**src/hdl/dbguart_pkg.sv**
```systemverilog
// package: register map, field positions and constants of the debug two-pin uart
package dbguart_pkg;

  // ----------------------------------------------------------------
  // register byte offsets
  // ----------------------------------------------------------------
  localparam logic [11:0] DBGU_CMD_OFF    = 12'h000;
  localparam logic [11:0] DBGU_CFG_OFF    = 12'h004;
  localparam logic [11:0] DBGU_STAT_OFF   = 12'h014;
  localparam logic [11:0] DBGU_RXHOLD_OFF = 12'h018;
  localparam logic [11:0] DBGU_TXHOLD_OFF = 12'h01C;
  localparam logic [11:0] DBGU_BAUD_OFF   = 12'h020;
  localparam logic [11:0] DBGU_ID1_OFF    = 12'h040;
  localparam logic [11:0] DBGU_ID2_OFF    = 12'h044;
  localparam logic [11:0] DBGU_CHAN_OFF   = 12'h100;

  // ----------------------------------------------------------------
  // command bit positions
  // ----------------------------------------------------------------
  localparam int CMD_RXRST  = 2;
  localparam int CMD_TXRST  = 3;
  localparam int CMD_RXON   = 4;
  localparam int CMD_RXOFF  = 5;
  localparam int CMD_TXON   = 6;
  localparam int CMD_TXOFF  = 7;
  localparam int CMD_CLRERR = 8;

  // ----------------------------------------------------------------
  // config fields and status bits
  // ----------------------------------------------------------------
  localparam int CFG_CHK_LSB  = 9;
  localparam int CFG_MODE_LSB = 14;
  localparam int ST_RXF    = 0;
  localparam int ST_TXF    = 1;
  localparam int ST_OVR    = 5;
  localparam int ST_FRAME  = 6;
  localparam int ST_CHK    = 7;
  localparam int ST_TXDONE = 9;
  localparam int ST_D2C    = 31;
  localparam int ST_C2D    = 30;
  localparam int ID_XID_BIT = 31;

  // ----------------------------------------------------------------
  // timing counts, in sample (16x) ticks, and register reset values
  // ----------------------------------------------------------------
  localparam logic [4:0] START_MIN   = 5'h07;
  localparam logic [4:0] FIRST_SAMP  = 5'h18;
  localparam logic [4:0] BIT_SAMP    = 5'h10;
  localparam logic [3:0] OVERSAMPLE  = 4'hF;
  localparam logic [15:0] BAUD_RST   = 16'h0000;
  localparam logic [2:0]  CFG_CHK_RST = 3'h0;

  typedef enum logic [1:0]
  {
    MODE_NORMAL = 2'b00,
    MODE_ECHO   = 2'b01,
    MODE_LOCAL  = 2'b10,
    MODE_REMOTE = 2'b11
  } dbgu_mode_t;

  typedef enum logic [1:0]
  {
    RX_IDLE  = 2'b00,
    RX_START = 2'b01,
    RX_BITS  = 2'b10
  } dbgu_rx_st_t;

  typedef enum logic [1:0]
  {
    TX_IDLE  = 2'b00,
    TX_SHIFT = 2'b01
  } dbgu_tx_st_t;

endpackage

```
**src/hdl/dbgu_uart.sv**
```systemverilog
// debug two-pin uart with axi4-lite register slave
// Functional notes
// - bit clock is master clock over sixteen times divisor; zero divisor stops port
// - receiver disabled at reset; enable command starts start-bit search
// - receive disable stops at once if idle, else after stop bit
// - receiver reset aborts reception immediately and disables receiver
// - start bit accepted only if low longer than seven sample ticks
// - first data sample 24 ticks after falling edge, then every 16
// - completed char goes to holding reg, sets ready; read clears ready
// - new char while ready set raises overrun until error clear command
// - parity mismatch sets parity error with ready; cleared only by command
// - low stop bit sets framing error with ready; cleared by command
// - transmitter disabled at reset; after enable waits for a written char
// - transmit disable finishes shifting and held char before stopping
// - transmitter reset stops transmission immediately
// - frame: low start, 8 data lsb first, optional parity, high stop
// - holding free set on enable, drops on write, rises on transfer
// - all-done rises after last stop bit with both registers empty
// - ready flags drive channel request outputs; channel area from 0x100
// - echo mode drives input pin straight to output pin
// - local loopback feeds transmitter to receiver, output held high
// - remote loopback ties input to output, uart disabled
// - two debug-channel flags read as top two status bits
// - two read-only id registers; second reads zero without extension bit
// - parity field: even, odd, forced 0, forced 1, none when top bit set
module dbgu_uart
  import dbguart_pkg::*;
#(
  parameter logic [31:0] ID_PRIMARY   = 32'h8000_0001, // arbitrary value
  parameter logic [31:0] ID_SECONDARY = 32'h0000_0002  // arbitrary value
)
(
  // clock and reset
  input  wire logic        aclk,
  input  wire logic        aresetn,
  // axi4-lite write
  input  wire logic [11:0] s_axi_awaddr,
  input  wire logic        s_axi_awvalid,
  output logic             s_axi_awready,
  input  wire logic [31:0] s_axi_wdata,
  input  wire logic [3:0]  s_axi_wstrb,
  input  wire logic        s_axi_wvalid,
  output logic             s_axi_wready,
  output logic [1:0]       s_axi_bresp,
  output logic             s_axi_bvalid,
  input  wire logic        s_axi_bready,
  // axi4-lite read
  input  wire logic [11:0] s_axi_araddr,
  input  wire logic        s_axi_arvalid,
  output logic             s_axi_arready,
  output logic [31:0]      s_axi_rdata,
  output logic [1:0]       s_axi_rresp,
  output logic             s_axi_rvalid,
  input  wire logic        s_axi_rready,
  // serial pins
  input  wire logic        serial_in_pin,
  output logic             serial_out_pin,
  // debug channel flags
  input  wire logic        debugger_to_cpu_pending,
  input  wire logic        cpu_to_debugger_pending,
  // transfer channel requests
  output logic             rx_chan_req,
  output logic             tx_chan_req
);

  // ------
  // bus slave
  // ------
  logic        aw_have_q, w_have_q;
  logic [11:0] aw_addr_q;
  logic [31:0] w_data_q;
  logic [3:0]  w_strb_q;
  logic        wr_fire, rd_fire;
  logic        cmd_wr, thr_wr, rhr_rd;
  logic [31:0] rd_val;

  assign wr_fire = aw_have_q && w_have_q && !s_axi_bvalid;
  assign rd_fire = s_axi_arvalid && s_axi_arready;
  assign cmd_wr  = wr_fire && aw_addr_q == DBGU_CMD_OFF && w_strb_q[0] && w_strb_q[1];
  assign thr_wr  = wr_fire && aw_addr_q == DBGU_TXHOLD_OFF && w_strb_q[0];
  assign rhr_rd  = rd_fire && {s_axi_araddr[11:2], 2'b00} == DBGU_RXHOLD_OFF;

  always_ff @(posedge aclk)
  begin
    if (!aresetn)
    begin
      aw_have_q     <= 1'b0;
      w_have_q      <= 1'b0;
      aw_addr_q     <= 12'h000;
      w_data_q      <= 32'h0000_0000;
      w_strb_q      <= 4'h0;
      s_axi_awready <= 1'b0;
      s_axi_wready  <= 1'b0;
      s_axi_bvalid  <= 1'b0;
      s_axi_bresp   <= 2'b00;
    end
    else
    begin
      s_axi_awready <= !aw_have_q && !s_axi_awready && s_axi_awvalid;
      s_axi_wready  <= !w_have_q && !s_axi_wready && s_axi_wvalid;
      if (s_axi_awvalid && s_axi_awready)
      begin
        aw_have_q <= 1'b1;
        aw_addr_q <= {s_axi_awaddr[11:2], 2'b00};
      end
      if (s_axi_wvalid && s_axi_wready)
      begin
        w_have_q <= 1'b1;
        w_data_q <= s_axi_wdata;
        w_strb_q <= s_axi_wstrb;
      end
      if (wr_fire)
      begin
        s_axi_bvalid <= 1'b1;
        // writes to unmapped or read-only words are ignored but answered okay
        s_axi_bresp  <= 2'b00;
      end
      else if (s_axi_bvalid && s_axi_bready)
      begin
        s_axi_bvalid <= 1'b0;
        aw_have_q    <= 1'b0;
        w_have_q     <= 1'b0;
      end
    end
  end

  // ------
  // configuration registers
  // ------
  logic [15:0] baud_divisor_q;
  logic [2:0]  check_bit_type_q;
  dbgu_mode_t  loopback_select_q;

  always_ff @(posedge aclk)
  begin
    if (!aresetn)
    begin
      baud_divisor_q    <= BAUD_RST;
      check_bit_type_q  <= CFG_CHK_RST;
      loopback_select_q <= MODE_NORMAL;
    end
    else if (wr_fire && aw_addr_q == DBGU_BAUD_OFF)
    begin
      if (w_strb_q[0])
        baud_divisor_q[7:0] <= w_data_q[7:0];
      if (w_strb_q[1])
        baud_divisor_q[15:8] <= w_data_q[15:8];
    end
    else if (wr_fire && aw_addr_q == DBGU_CFG_OFF && w_strb_q[1])
    begin
      check_bit_type_q  <= w_data_q[CFG_CHK_LSB +: 3];
      loopback_select_q <= dbgu_mode_t'(w_data_q[CFG_MODE_LSB +: 2]);
    end
  end

  // ------
  // sample tick at sixteen times the baud rate
  // ------
  logic [15:0] div_cnt_q;
  logic        tick_q;

  always_ff @(posedge aclk)
  begin
    if (!aresetn || baud_divisor_q == 16'h0000)
    begin
      div_cnt_q <= 16'h0001;
      tick_q    <= 1'b0;
    end
    else if (div_cnt_q >= baud_divisor_q)
    begin
      div_cnt_q <= 16'h0001;
      tick_q    <= 1'b1;
    end
    else
    begin
      div_cnt_q <= div_cnt_q + 16'h0001;
      tick_q    <= 1'b0;
    end
  end

  // ------
  // pin synchroniser
  // ------
  logic [2:0] rx_sync_q;
  logic       rx_pin_q;

  always_ff @(posedge aclk)
  begin
    if (!aresetn)
    begin
      rx_sync_q <= 3'h7;
      rx_pin_q  <= 1'b1;
    end
    else
    begin
      rx_sync_q <= {rx_sync_q[1:0], serial_in_pin};
      if (rx_sync_q[2] == rx_sync_q[1])
        rx_pin_q <= rx_sync_q[2];
    end
  end

  // ------
  // receiver
  // ------
  logic        tx_line_q;
  logic        rx_line;
  dbgu_rx_st_t rx_st_q;
  logic        rx_en_q, rx_stop_pend_q;
  logic [4:0]  rx_cnt_q;
  logic [3:0]  rx_bit_q;
  logic [8:0]  rx_shift_q;
  logic [7:0]  rx_hold_q;
  logic        rx_ready_q, ovr_q, chk_err_q, frame_err_q;
  logic        rx_done, rx_chk_bad;
  logic [3:0]  rx_nbits;
  logic        chk_on;

  assign chk_on     = !check_bit_type_q[2];
  assign rx_nbits   = chk_on ? 4'h9 : 4'h8;
  // local loopback: transmitter feeds receiver, pin ignored
  assign rx_line    = (loopback_select_q == MODE_LOCAL) ? tx_line_q : rx_pin_q;
  assign rx_done    = rx_st_q == RX_BITS && tick_q && rx_cnt_q == 5'h00
                      && rx_bit_q == rx_nbits;
  assign rx_chk_bad = chk_on && (rx_shift_q[8] != chk_of(rx_shift_q[7:0]));

  // parity of the data bits for the selected type
  function automatic logic chk_of(input logic [7:0] d);
    case (check_bit_type_q[1:0])
      2'b00:   chk_of = ^d;
      2'b01:   chk_of = ~(^d);
      2'b10:   chk_of = 1'b0;
      default: chk_of = 1'b1;
    endcase
  endfunction

  always_ff @(posedge aclk)
  begin
    if (!aresetn)
    begin
      rx_en_q        <= 1'b0;
      rx_stop_pend_q <= 1'b0;
    end
    else if (cmd_wr && w_data_q[CMD_RXRST])
    begin
      rx_en_q        <= 1'b0;
      rx_stop_pend_q <= 1'b0;
    end
    else if (cmd_wr && w_data_q[CMD_RXOFF])
    begin
      if (rx_st_q == RX_IDLE)
        rx_en_q <= 1'b0;
      else
        rx_stop_pend_q <= 1'b1;
    end
    else if (cmd_wr && w_data_q[CMD_RXON])
    begin
      rx_en_q        <= 1'b1;
      rx_stop_pend_q <= 1'b0;
    end
    else if (rx_stop_pend_q && (rx_done || rx_st_q == RX_IDLE))
    begin
      rx_en_q        <= 1'b0;
      rx_stop_pend_q <= 1'b0;
    end
  end

  always_ff @(posedge aclk)
  begin
    if (!aresetn || !rx_en_q || loopback_select_q == MODE_REMOTE
        || (cmd_wr && w_data_q[CMD_RXRST]))
    begin
      rx_st_q    <= RX_IDLE;
      rx_cnt_q   <= 5'h00;
      rx_bit_q   <= 4'h0;
      rx_shift_q <= 9'h000;
    end
    else if (tick_q)
    begin
      case (rx_st_q)
        RX_IDLE:
          if (!rx_line)
          begin
            rx_st_q  <= RX_START;
            rx_cnt_q <= 5'h01;
          end
        RX_START:
          if (rx_line)
            rx_st_q <= RX_IDLE;
          else if (rx_cnt_q == START_MIN)
          begin
            // low for more than seven ticks; next sample lands at tick 24
            rx_st_q  <= RX_BITS;
            rx_cnt_q <= FIRST_SAMP - START_MIN - 5'h01;
            rx_bit_q <= 4'h0;
          end
          else
            rx_cnt_q <= rx_cnt_q + 5'h01;
        RX_BITS:
          if (rx_cnt_q != 5'h00)
            rx_cnt_q <= rx_cnt_q - 5'h01;
          else if (rx_bit_q == rx_nbits)
            rx_st_q <= RX_IDLE;
          else
          begin
            rx_shift_q[rx_bit_q] <= rx_line;
            rx_bit_q <= rx_bit_q + 4'h1;
            rx_cnt_q <= BIT_SAMP - 5'h01;
          end
        default:
          rx_st_q <= RX_IDLE;
      endcase
    end
  end

  // flags: a completing character wins over a same-cycle clear
  always_ff @(posedge aclk)
  begin
    if (!aresetn)
    begin
      rx_hold_q   <= 8'h00;
      rx_ready_q  <= 1'b0;
      ovr_q       <= 1'b0;
      chk_err_q   <= 1'b0;
      frame_err_q <= 1'b0;
    end
    else if (rx_done)
    begin
      rx_hold_q  <= rx_shift_q[7:0];
      rx_ready_q <= 1'b1;
      if (rx_ready_q && !rhr_rd)
        ovr_q <= 1'b1;
      else if (cmd_wr && w_data_q[CMD_CLRERR])
        ovr_q <= 1'b0;
      if (rx_chk_bad)
        chk_err_q <= 1'b1;
      else if (cmd_wr && w_data_q[CMD_CLRERR])
        chk_err_q <= 1'b0;
      if (!rx_line)
        frame_err_q <= 1'b1;
      else if (cmd_wr && w_data_q[CMD_CLRERR])
        frame_err_q <= 1'b0;
    end
    else
    begin
      if (rhr_rd)
        rx_ready_q <= 1'b0;
      if (cmd_wr && w_data_q[CMD_CLRERR])
      begin
        ovr_q       <= 1'b0;
        chk_err_q   <= 1'b0;
        frame_err_q <= 1'b0;
      end
    end
  end

  // ------
  // transmitter
  // ------
  dbgu_tx_st_t tx_st_q;
  logic        tx_en_q, tx_stop_pend_q, tx_held_q, tx_free_q, tx_done_q;
  logic [7:0]  tx_hold_q;
  logic [10:0] tx_shift_q;
  logic [3:0]  tx_bits_q, tx_tick_q;
  logic        tx_rst, tx_load;

  assign tx_rst  = cmd_wr && w_data_q[CMD_TXRST];
  assign tx_load = tx_st_q == TX_IDLE && tx_held_q && tick_q && tx_en_q
                   && loopback_select_q != MODE_REMOTE;

  always_ff @(posedge aclk)
  begin
    if (!aresetn || tx_rst)
    begin
      tx_en_q        <= 1'b0;
      tx_stop_pend_q <= 1'b0;
      tx_held_q      <= 1'b0;
      tx_free_q      <= 1'b0;
      tx_hold_q      <= 8'h00;
    end
    else
    begin
      if (cmd_wr && w_data_q[CMD_TXOFF])
        tx_stop_pend_q <= 1'b1;
      else if (cmd_wr && w_data_q[CMD_TXON])
      begin
        tx_en_q   <= 1'b1;
        tx_free_q <= !tx_held_q;
      end
      else if (tx_stop_pend_q && tx_st_q == TX_IDLE && !tx_held_q)
      begin
        // only stops once both the shifter and the holding slot are empty
        tx_en_q        <= 1'b0;
        tx_stop_pend_q <= 1'b0;
        tx_free_q      <= 1'b0;
      end
      if (thr_wr && tx_en_q && tx_free_q)
      begin
        tx_hold_q <= w_data_q[7:0];
        tx_held_q <= 1'b1;
        tx_free_q <= 1'b0;
      end
      else if (tx_load)
      begin
        tx_held_q <= 1'b0;
        tx_free_q <= 1'b1;
      end
    end
  end

  always_ff @(posedge aclk)
  begin
    if (!aresetn || tx_rst)
    begin
      tx_st_q    <= TX_IDLE;
      tx_shift_q <= 11'h7FF;
      tx_bits_q  <= 4'h0;
      tx_tick_q  <= 4'h0;
      tx_line_q  <= 1'b1;
      tx_done_q  <= 1'b0;
    end
    else if (tick_q)
    begin
      case (tx_st_q)
        TX_IDLE:
        begin
          tx_line_q <= 1'b1;
          tx_done_q <= tx_en_q && !tx_held_q;
          if (tx_load)
          begin
            tx_st_q    <= TX_SHIFT;
            tx_done_q  <= 1'b0;
            tx_shift_q <= chk_on ? {1'b1, chk_of(tx_hold_q), tx_hold_q, 1'b0}
                                 : {2'b11, tx_hold_q, 1'b0};
            tx_bits_q  <= chk_on ? 4'hB : 4'hA;
            tx_tick_q  <= 4'h0;
          end
        end
        TX_SHIFT:
        begin
          tx_line_q <= tx_shift_q[0];
          tx_tick_q <= tx_tick_q + 4'h1;
          if (tx_tick_q == OVERSAMPLE)
          begin
            tx_shift_q <= {1'b1, tx_shift_q[10:1]};
            tx_bits_q  <= tx_bits_q - 4'h1;
            if (tx_bits_q == 4'h1)
              tx_st_q <= TX_IDLE;
          end
        end
        default:
          tx_st_q <= TX_IDLE;
      endcase
    end
  end

  // ------
  // pin mux and channel requests
  // ------
  always_ff @(posedge aclk)
  begin
    if (!aresetn)
    begin
      serial_out_pin <= 1'b1;
      rx_chan_req    <= 1'b0;
      tx_chan_req    <= 1'b0;
    end
    else
    begin
      case (loopback_select_q)
        MODE_ECHO:   serial_out_pin <= rx_pin_q;
        MODE_LOCAL:  serial_out_pin <= 1'b1;
        MODE_REMOTE: serial_out_pin <= rx_pin_q;
        default:     serial_out_pin <= tx_line_q;
      endcase
      rx_chan_req <= rx_ready_q && !rhr_rd;
      tx_chan_req <= tx_free_q && !thr_wr;
    end
  end

  // ------
  // read data
  // ------
  always_comb
  begin
    rd_val = 32'h0000_0000;
    case ({s_axi_araddr[11:2], 2'b00})
      DBGU_CFG_OFF:
      begin
        rd_val[CFG_CHK_LSB +: 3]  = check_bit_type_q;
        rd_val[CFG_MODE_LSB +: 2] = loopback_select_q;
      end
      DBGU_STAT_OFF:
      begin
        rd_val[ST_RXF]    = rx_ready_q;
        rd_val[ST_TXF]    = tx_free_q;
        rd_val[ST_OVR]    = ovr_q;
        rd_val[ST_FRAME]  = frame_err_q;
        rd_val[ST_CHK]    = chk_err_q;
        rd_val[ST_TXDONE] = tx_done_q;
        rd_val[ST_D2C]    = debugger_to_cpu_pending;
        rd_val[ST_C2D]    = cpu_to_debugger_pending;
      end
      DBGU_RXHOLD_OFF: rd_val[7:0] = rx_hold_q;
      DBGU_BAUD_OFF:   rd_val[15:0] = baud_divisor_q;
      DBGU_ID1_OFF:    rd_val = ID_PRIMARY;
      DBGU_ID2_OFF:    rd_val = ID_PRIMARY[ID_XID_BIT] ? ID_SECONDARY : 32'h0000_0000;
      default:         rd_val = 32'h0000_0000;
    endcase
  end

  always_ff @(posedge aclk)
  begin
    if (!aresetn)
    begin
      s_axi_arready <= 1'b0;
      s_axi_rvalid  <= 1'b0;
      s_axi_rdata   <= 32'h0000_0000;
      s_axi_rresp   <= 2'b00;
    end
    else
    begin
      s_axi_arready <= s_axi_arvalid && !s_axi_arready && !s_axi_rvalid;
      if (rd_fire)
      begin
        s_axi_rvalid <= 1'b1;
        s_axi_rdata  <= rd_val;
        s_axi_rresp  <= 2'b00;
      end
      else if (s_axi_rvalid && s_axi_rready)
        s_axi_rvalid <= 1'b0;
    end
  end

endmodule

```
**config.mk**
```make
export PLATFORM = sky130hd
export DESIGN_NAME = dbgu_uart
export DESIGN_NICKNAME = d
export VERILOG_FILES = /design/src/hdl/dbguart_pkg.sv /design/src/hdl/dbgu_uart.sv
export SDC_FILE = /design/constraint.sdc
export NUM_CORES = 1
export LEC_CHECK = 0
export BUFFER_PORTS_ARGS = -buffer_cell sky130_fd_sc_hd__buf_4
export CAP_MARGIN = 25
export CORE_MARGIN = 1
export CORE_UTILIZATION = 35
export DETAILED_ROUTE_END_ITERATION = 12
export GPL_ROUTABILITY_DRIVEN = 0
export PLACE_DENSITY = 0.59
export SLEW_MARGIN = 20
export SYNTH_ARGS = -nofsm -noshare
export SYNTH_HDL_FRONTEND = slang
export SYNTH_SLANG_ARGS = --single-unit
```
**constraint.sdc**
```tcl
create_clock -name aclk -period 4.1 [get_ports aclk]
set_input_delay 1.025 -clock aclk [delete_from_list [all_inputs] [get_ports aclk]]
set_output_delay 1.025 -clock aclk [all_outputs]
set_load 0.1 [all_outputs]
```
==> metrics.txt, run 1 <==
Yosys warning count 0; syn_area_per_cell 8.591 µm²; reg2reg setup slack 1.21 ns; final std cells w/o fill 1,250; CTS Root Cell clkbuf_16; hold crit path type flip-flop to flip-flop; CTS clk-pin slew, worst paths 0.07 ns; Die Width 151.2 µm; arrival time at the worst endpoint 3.17 ns; synthesized flop and latch total 165; # IOs 114; Startpoint Class flip-flop; post-CTS sizing 0; Worst VDD drop 0.0002932 V; largest net degree at the start of global routing 54; Leak 0.003270 µW; Max-cap violations 0; Pins Over Slew Limit 0; pwr/cell area 396.9 mW/mm²; vias in the first global route 5,822; Initial Util 35.71%; Most used DFF post-synth dfxtp_1; drt first-iter violations 396; Final Critical Period 2.890 ns; post-synthesis sequential area ratio 42.39%; Storage cell area 0.003303 mm²; skew final 0.008738 ns; status finished, final reports clean; hold_buf cts 0; Post-synth ARST share 0%; CP Launch Point s_axi_bvalid; ratio of cells with drive above 1 in the final layout 13.81%; Synth top area share 42.39%; Setup-failing EPs final 0; postcts setup bufs 0; leading area contributor after synthesis dfxtp_1; DRT antenna net count 0; Post-Syn Instances 907; CP required 4.38 ns; DRC viols 0; end of the critical path tx_held_q; Crit path top cell by count nand2_1; Tot Pwr 3604 µW; die footprint 0.02286 mm²; core area 0.02182 mm²; DR pass1 iterations 5; CTS tree yes; dpl hpwl 13.38 mm; antenna cells 0; fin crit share 70.49%; vias per cell 5.027; crit path capture type flip-flop; site row count 54; startpoint of the worst hold path rx_sync_q[0]; Die H 151.2 µm; mapped cell area 0.007792 mm²; crit-path leading delay family simple AND/OR/NAND/NOR gates; # fillers 2,189; worst r2r src s_axi_bvalid; clock sink count 165; multi-input logic area 0.004069 mm²; relative slew slack 35.02%; CTS H-tree depth 4; CP Depth 6; Fmax achieved 346.0 MHz; fin nets 1,057; CTS Buf Count 17; vias 6,284; Distinct cells, synth 65; Synth area leaders dfxtp_1, mux2i_1, nand2_1; GRT overflow 0; Port Buffers 73; worst path bufs/invs 0; setup total negative slack 0 ns; worst-path cell chain or4_4, nor4_1, and3_1, nand2_1, nand2_1, nor2_1; wirelength, routed 18.90 mm; crit-path max FO 23; Slowest-stage cell, CP nand2_1; RSZ-0062 raised after global routing no; CTS Buffer Depth 2; Area growth syn-to-layout 16.54%; global-route wire length before repair 30.66 mm; wire per inst 15.12 µm; Post-Place Cells 1,217; R2R cell count 6; slowest stage delay, CP 0.73 ns; Total GRT Usage 17.41%; number of antenna violations at the first check in global routing 0; Worst-Margin Slew 0.9724 ns; Final Hold Vio Count 0; EDFF count, synth 0; end of the worst register-to-register path tx_held_q; Worst-Skew Late Latency 0.43 ns; kind of critical path flip-flop to flip-flop
==> where the power goes <==
group	internal [µW]	switching, µW	leakage [µW]
Sequential	1620	14.7	0.00133
Clock	1040	690	0.000308
Combinational	56.0	180	0.00163
==> cell families (layout without fill, tap and decap cells) <==
| kind of cell | after synthesis | count (layout) | synth area share (%) |
|---|---|---|---|
| adders and majority gates | 30 | 30 | 4.817 |
| muxes | 51 | 51 | 6.567 |
| other | 1 | 18 | 0.04812 |
| DFF | 165 | 165 | 42.39 |
| AOI/OAI and AO/OA | 171 | 171 | 13.78 |
| buffers and inverters | 101 | 147 | 6.214 |
| and+or+nand+nor | 351 | 351 | 22.03 |
| xor gates and xnor gates | 37 | 37 | 4.159 |
==> synth_stat cells (7+ instances only) <==
cell / count
nor2_1: 98
ha_1: 30
a221oi_1: 9
buf_4: 19
a21o_1: 11
mux2i_1: 50
xnor2_1: 23
clkbuf_1: 32
nand4_1: 9
inv_1: 37
xor2_1: 14
and3_1: 9
nor3_1: 25
buf_2: 8
o21ai_0: 37
nand2b_1: 9
nand2_1: 115
nand3_1: 24
dfxtp_1: 165
a21oi_1: 66
nor4_1: 7
nor2_2: 9
==> area by class of cell <==
| cell class | count | share of cell area, % |
|---|---|---|
| Clock buffer | 18 | 4.836 |
| Clock inverter | 14 | 2.177 |
| Inverter | 37 | 1.529 |
| Multi-Input combinational cell | 658 | 44.81 |
| Sequential cell | 165 | 36.37 |
| Tap cell | 280 | 3.858 |
| Timing Repair Buffer | 78 | 6.420 |
==> routing by layer <==
| layer | vias to the layer above | routed length [µm] | global-route usage (%) |
|---|---|---|---|
| li1 | 3208 | - | - |
| met4 | 0 | 316 | 6.300 |
| met5 | - | 0 | 0 |
| met2 | 133 | 8388 | 26.46 |
| met1 | 2925 | 9272 | 23.49 |
| met3 | 18 | 922 | 4.608 |
==> worst min-delay path by stage <==
| stage | endpoint | cells past startpoint |
|---|---|---|
| floorplan | rx_sync_q[1] | 1 |
| detailed placement | rx_sync_q[1] | 1 |
| global placement | rx_sync_q[1] | 1 |
| global route | rx_sync_q[1] | 1 |
| CTS | rx_sync_q[1] | 1 |
| finish | rx_sync_q[1] | 1 |
==> state kept, by name (all words and copies together) (netlist names), 5 cells and up <==
| register | count |
|---|---|
| s_axi_rdata | 18 |
| baud_divisor_q | 16 |
| div_cnt_q | 16 |
| w_data_q | 16 |
| aw_addr_q | 10 |
| tx_shift_q | 10 |
| rx_shift_q | 9 |
| rx_hold_q | 8 |
| tx_hold_q | 8 |
| rx_cnt_q | 5 |
==> cell usage in the layout (no fill, tap or decap), drive strengths merged, types with 4 or more instances in the layout <==
master,count
a211oi,6
a21o,11
a21oi,66
a221oi,9
a22oi,6
and2,6
and3,10
buf,78
bufinv,4
clkbuf,18
clkinv,4
conb,18
dfxtp,165
ha,30
inv,41
mux2i,50
nand2,115
nand2b,9
nand3,24
nand4,9
nor2,107
nor2b,6
nor3,26
nor3b,6
nor4,10
o21a,4
o21ai,37
or3,5
or4,4
xnor2,23
xor2,14
==> worst register-to-register path, cell delays in order (launching register included) <==
cell,delay (ns)
dfxtp_1,0.34
or4_4,0.54
nor4_1,0.29
and3_1,0.60
nand2_1,0.11
nand2_1,0.73
nor2_1,0.12
==> through the flow <==
stage	utilization [%]	cell area [µm²]	hold WS [ns]	setup WS, ns
after detailed placement	38.67	8439	0.4054	0.9300
after global routing	41.61	9081	0.4528	0.8923
after CTS	41.59	9076	0.4224	1.176
after global placement	38.67	8439	0.3875	0.9298
final	41.61	9081	0.4161	1.210
after floorplan	-	7856	0.3863	1.352
No activity file was read; power rests on OpenSTA's default activity.
==> run 2, diff against run 1 <==
- ABC_AREA: default -> 1
- PLACE_DENSITY: 0.59 -> 0.61
- clock period: 4.1 -> 2.35 ns (I/O delays scaled with it)
==> run 2 against run 1 <==
Against the previous run: count of clock-buffer cells in the layout fell by 1; clock power increased by 58%; final cell count is 20% higher; critical path type unchanged; setup slack worse by 0.84 ns; non-clock buffer count up 16; largest power group is now registers; utilization up 0.73 points; largest cell class unchanged; wire length rose by 4.1%; die area rose by 5.8%; combinational power grew 110%.
==> metrics.txt, run 2 <==
status finished, final reports clean; Die H 155.5 µm (+2.9%); clock sink count 165 (unchanged); multi-input logic area 0.004239 mm² (+4.2%); Distinct cells, synth 51 (-22%); final std cells w/o fill 1,505 (+20%); vias 7,170 (+14%); vias per cell 4.764 (-5.2%); hold_buf cts 0 (unchanged); skew final 0.01032 ns (+0.001579 ns); global-route wire length before repair 32.72 mm (+6.7%); die footprint 0.02419 mm² (+5.8%); hold crit path type input pin to flip-flop; DRC viols 0 (unchanged); Biggest register s_axi_rdata; # IOs 114 (unchanged); Crit path top cell by count nand2_1; pwr/cell area 629.7 mW/mm² (+59%); sw frac 28.20% (+3.6 points); hold path depth 2 (+1); met2 WL 9.107 mm (+8.6%); CTS Buf Count 17 (unchanged); arrival time at the worst endpoint 2.31 ns (-0.86 ns); Final Hold Vio Count 0 (unchanged); Leak 0.003907 µW (+19%); combinational share of power 8.0% (+1.4 points); CTS Buffer Depth 2 (unchanged); Total GRT Usage 17.00% (-0.41 points); CP required 2.68 ns (-1.70 ns); wire per inst 13.07 µm (-14%); Most used DFF post-synth dfxtp_1; vias in the first global route 6,658 (+14%); Post-Place Cells 1,473 (+21%); reg2reg setup slack 0.37 ns (-0.84 ns); mapped cell area 0.008250 mm² (+5.9%); leading area contributor after synthesis dfxtp_1; post-placement setup slack 0.3528 ns (-0.5773 ns); Area growth syn-to-layout 17.26%; slowest stage delay, CP 0.42 ns (-0.31 ns); CTS H-tree depth 4 (unchanged); Post-synth ARST share 0% (unchanged); Initial Util 36.11% (+0.40 points); wirelength, routed 19.67 mm (+4.1%); R2R cell count 8 (+2); post-synthesis sequential area ratio 40.04% (-2.4 points); crit-path max FO 12 (-48%); largest net degree at the start of global routing 30 (-44%); fin crit share 84.24% (+14 points); Max Used Layer met4; routed wl met3 614 µm (-33%); most frequent cells in the layout nand2_1, dfxtp_1, nor2_1, inv_1, a21oi_1; site row count 55 (+1.9%); crit path capture type flip-flop; setup total negative slack 0 ns (unchanged); EDFF count, synth 0 (unchanged); Synth area leaders dfxtp_1, nand2_1, a21oi_1; CTS clk-pin slew, worst paths 0.08 ns (about the same); CTS Root Cell clkbuf_16; Worst-Margin Slew 0.6280 ns (-0.3444 ns); Yosys warning count 0 (unchanged); Post-Syn Instances 1,097 (+21%); most common cell in the netlist nand2_1; end of the worst register-to-register path div_cnt_q[15]; Max-cap violations 0 (unchanged); startpoint of the worst hold path serial_in_pin; Fmax achieved 505.2 MHz (+46%); CTS tree yes; clock network power share 45.0% (-3.1 points); fin util 42.34% (+0.73 points); Worst-Skew Late Latency 0.43 ns (about the same); Port Buffers 73 (unchanged); Storage cell area 0.003303 mm² (unchanged); post-CTS sizing 0 (unchanged); Post-synth top cells nand2_1, dfxtp_1, nor2_1; ratio of cells with drive above 1 in the final layout 16.19% (+2.4 points); dpl hpwl 14.89 mm (+11%); Startpoint Class flip-flop; drt first-iter violations 286 (-28%); number of antenna violations at the first check in global routing 0 (unchanged); commonest non-fill, non-tap cell in the layout nand2_1; worst-path cell chain inv_1, ha_1, nand2_1, nor4_1, nand2_1, nand4_2, buf_4, nor2_1; sequential share of power 47.0% (+1.6 points); Worst VDD drop 0.0003616 V (+23%); RSZ-0062 raised after global routing no; Die Width 155.5 µm (+2.9%); DR pass1 iterations 4 (-1); Min-Delay Endpoint rx_sync_q[0]; # fillers 2,410 (+10%); Slowest-stage cell, CP nor4_1; Pins Over Slew Limit 0 (unchanged); postcts setup bufs 0 (unchanged); kind of critical path flip-flop to flip-flop; core area 0.02285 mm² (+4.7%); antenna cells 0 (unchanged); internal power 4374 µW (+61%); syn_area_per_cell 7.521 µm² (-12%); worst r2r src baud_divisor_q[13]; Tot Pwr 6092 µW (+69%); synthesized flop and latch total 165 (unchanged); fin nets 1,279 (+21%); DRT antenna net count 0 (unchanged); Synth top area share 40.04% (-2.4 points); GRT overflow 0 (unchanged); relative slew slack 58.00% (+23 points); Setup-failing EPs final 0 (unchanged); Largest register FFs 18 (unchanged); Final Critical Period 1.980 ns (-0.9107 ns); met1 WL 9.582 mm (+3.3%); Net Sw Power 1718 µW (+94%); setup ws final 0.3704 ns (-0.8393 ns)
run 2: cell count changes in the layout (fill, tap and decap cells not counted), moves of 11 or more:
| cell | change |
|---|---|
| a21o_1 | -11 |
| buf_4 | +17 |
| inv_1 | +68 |
| o21ai_0 | +50 |
| nand3_1 | +34 |
| nand4_1 | +13 |
| a21oi_1 | +37 |
| nand2_1 | +102 |
| nor2_4 | +11 |
| xnor2_1 | -14 |
| mux2i_1 | -43 |
run 2: worst max path at each step:
stage / from / to / slack (ns)
after floorplan: s_axi_bvalid / tx_shift_q[9] / 0.38
after global placement: s_axi_araddr[11] / rx_ready_q / 0.37
after detailed placement: s_axi_araddr[11] / s_axi_rdata[6] / 0.35
after CTS: baud_divisor_q[13] / div_cnt_q[4] / 0.37
after global routing: rx_cnt_q[0] / frame_err_q / 0.09
final: baud_divisor_q[13] / div_cnt_q[15] / 0.37
run 2: critical path, delay by kind of cell, from the launching register on:
| kind | cells | cell delay, ns |
|---|---|---|
| buffers and inverters | 2 | 0.30 |
| flip-flops | 1 | 0.39 |
| adder cells (fa/ha/maj) | 1 | 0.30 |
| AND/OR/NAND/NOR | 5 | 0.88 |
run 2: final cells by class:
class / instances / share of cell area [%]
Multi-Input combinational cell: 782 / 43.82
Sequential cell: 165 / 34.14
Timing Repair Buffer: 94 / 7.294
Inverter: 119 / 4.695
Clock buffer: 17 / 4.397
Tap cell: 313 / 4.048
Clock inverter: 15 / 1.604
run 2: per-stage QoR:
step,hold slack [ns],instance area [µm²]
floorplan,0.3925,8314
global placement,0.4073,9094
detailed placement,0.4083,9094
CTS,0.3219,9674
global route,0.3238,9674
finish,0.3390,9674
run 2: cells by family (layout without fill, tap and decap cells):
family,Yosys count,in the layout,synth area share [%]
other cells,1,18,0.04545
buf+inv,167,245,9.357
mux,7,7,0.8493
fa+ha+maj,30,30,4.550
flops,165,165,40.04
xor+xnor,25,25,2.654
compound gates,227,227,14.86
simple gates,475,475,27.65
run 2: per-layer routing:
layer / up-vias / track usage [%]
li1: 3754 / -
met1: 3287 / 22.24
met2: 103 / 28.10
met3: 26 / 2.778
met4: 0 / 6.303
met5: - / 0
run 2: power groups by stage:
stage | registers (µW) | logic (µW) | clock network [µW]
after global routing | 2870 | 520 | 2910
after CTS | 2860 | 489 | 2800
after floorplan | 3010 | 290 | 0
after detailed placement | 2930 | 487 | 0
final | 2860 | 486 | 2740
after global placement | 2930 | 485 | 0
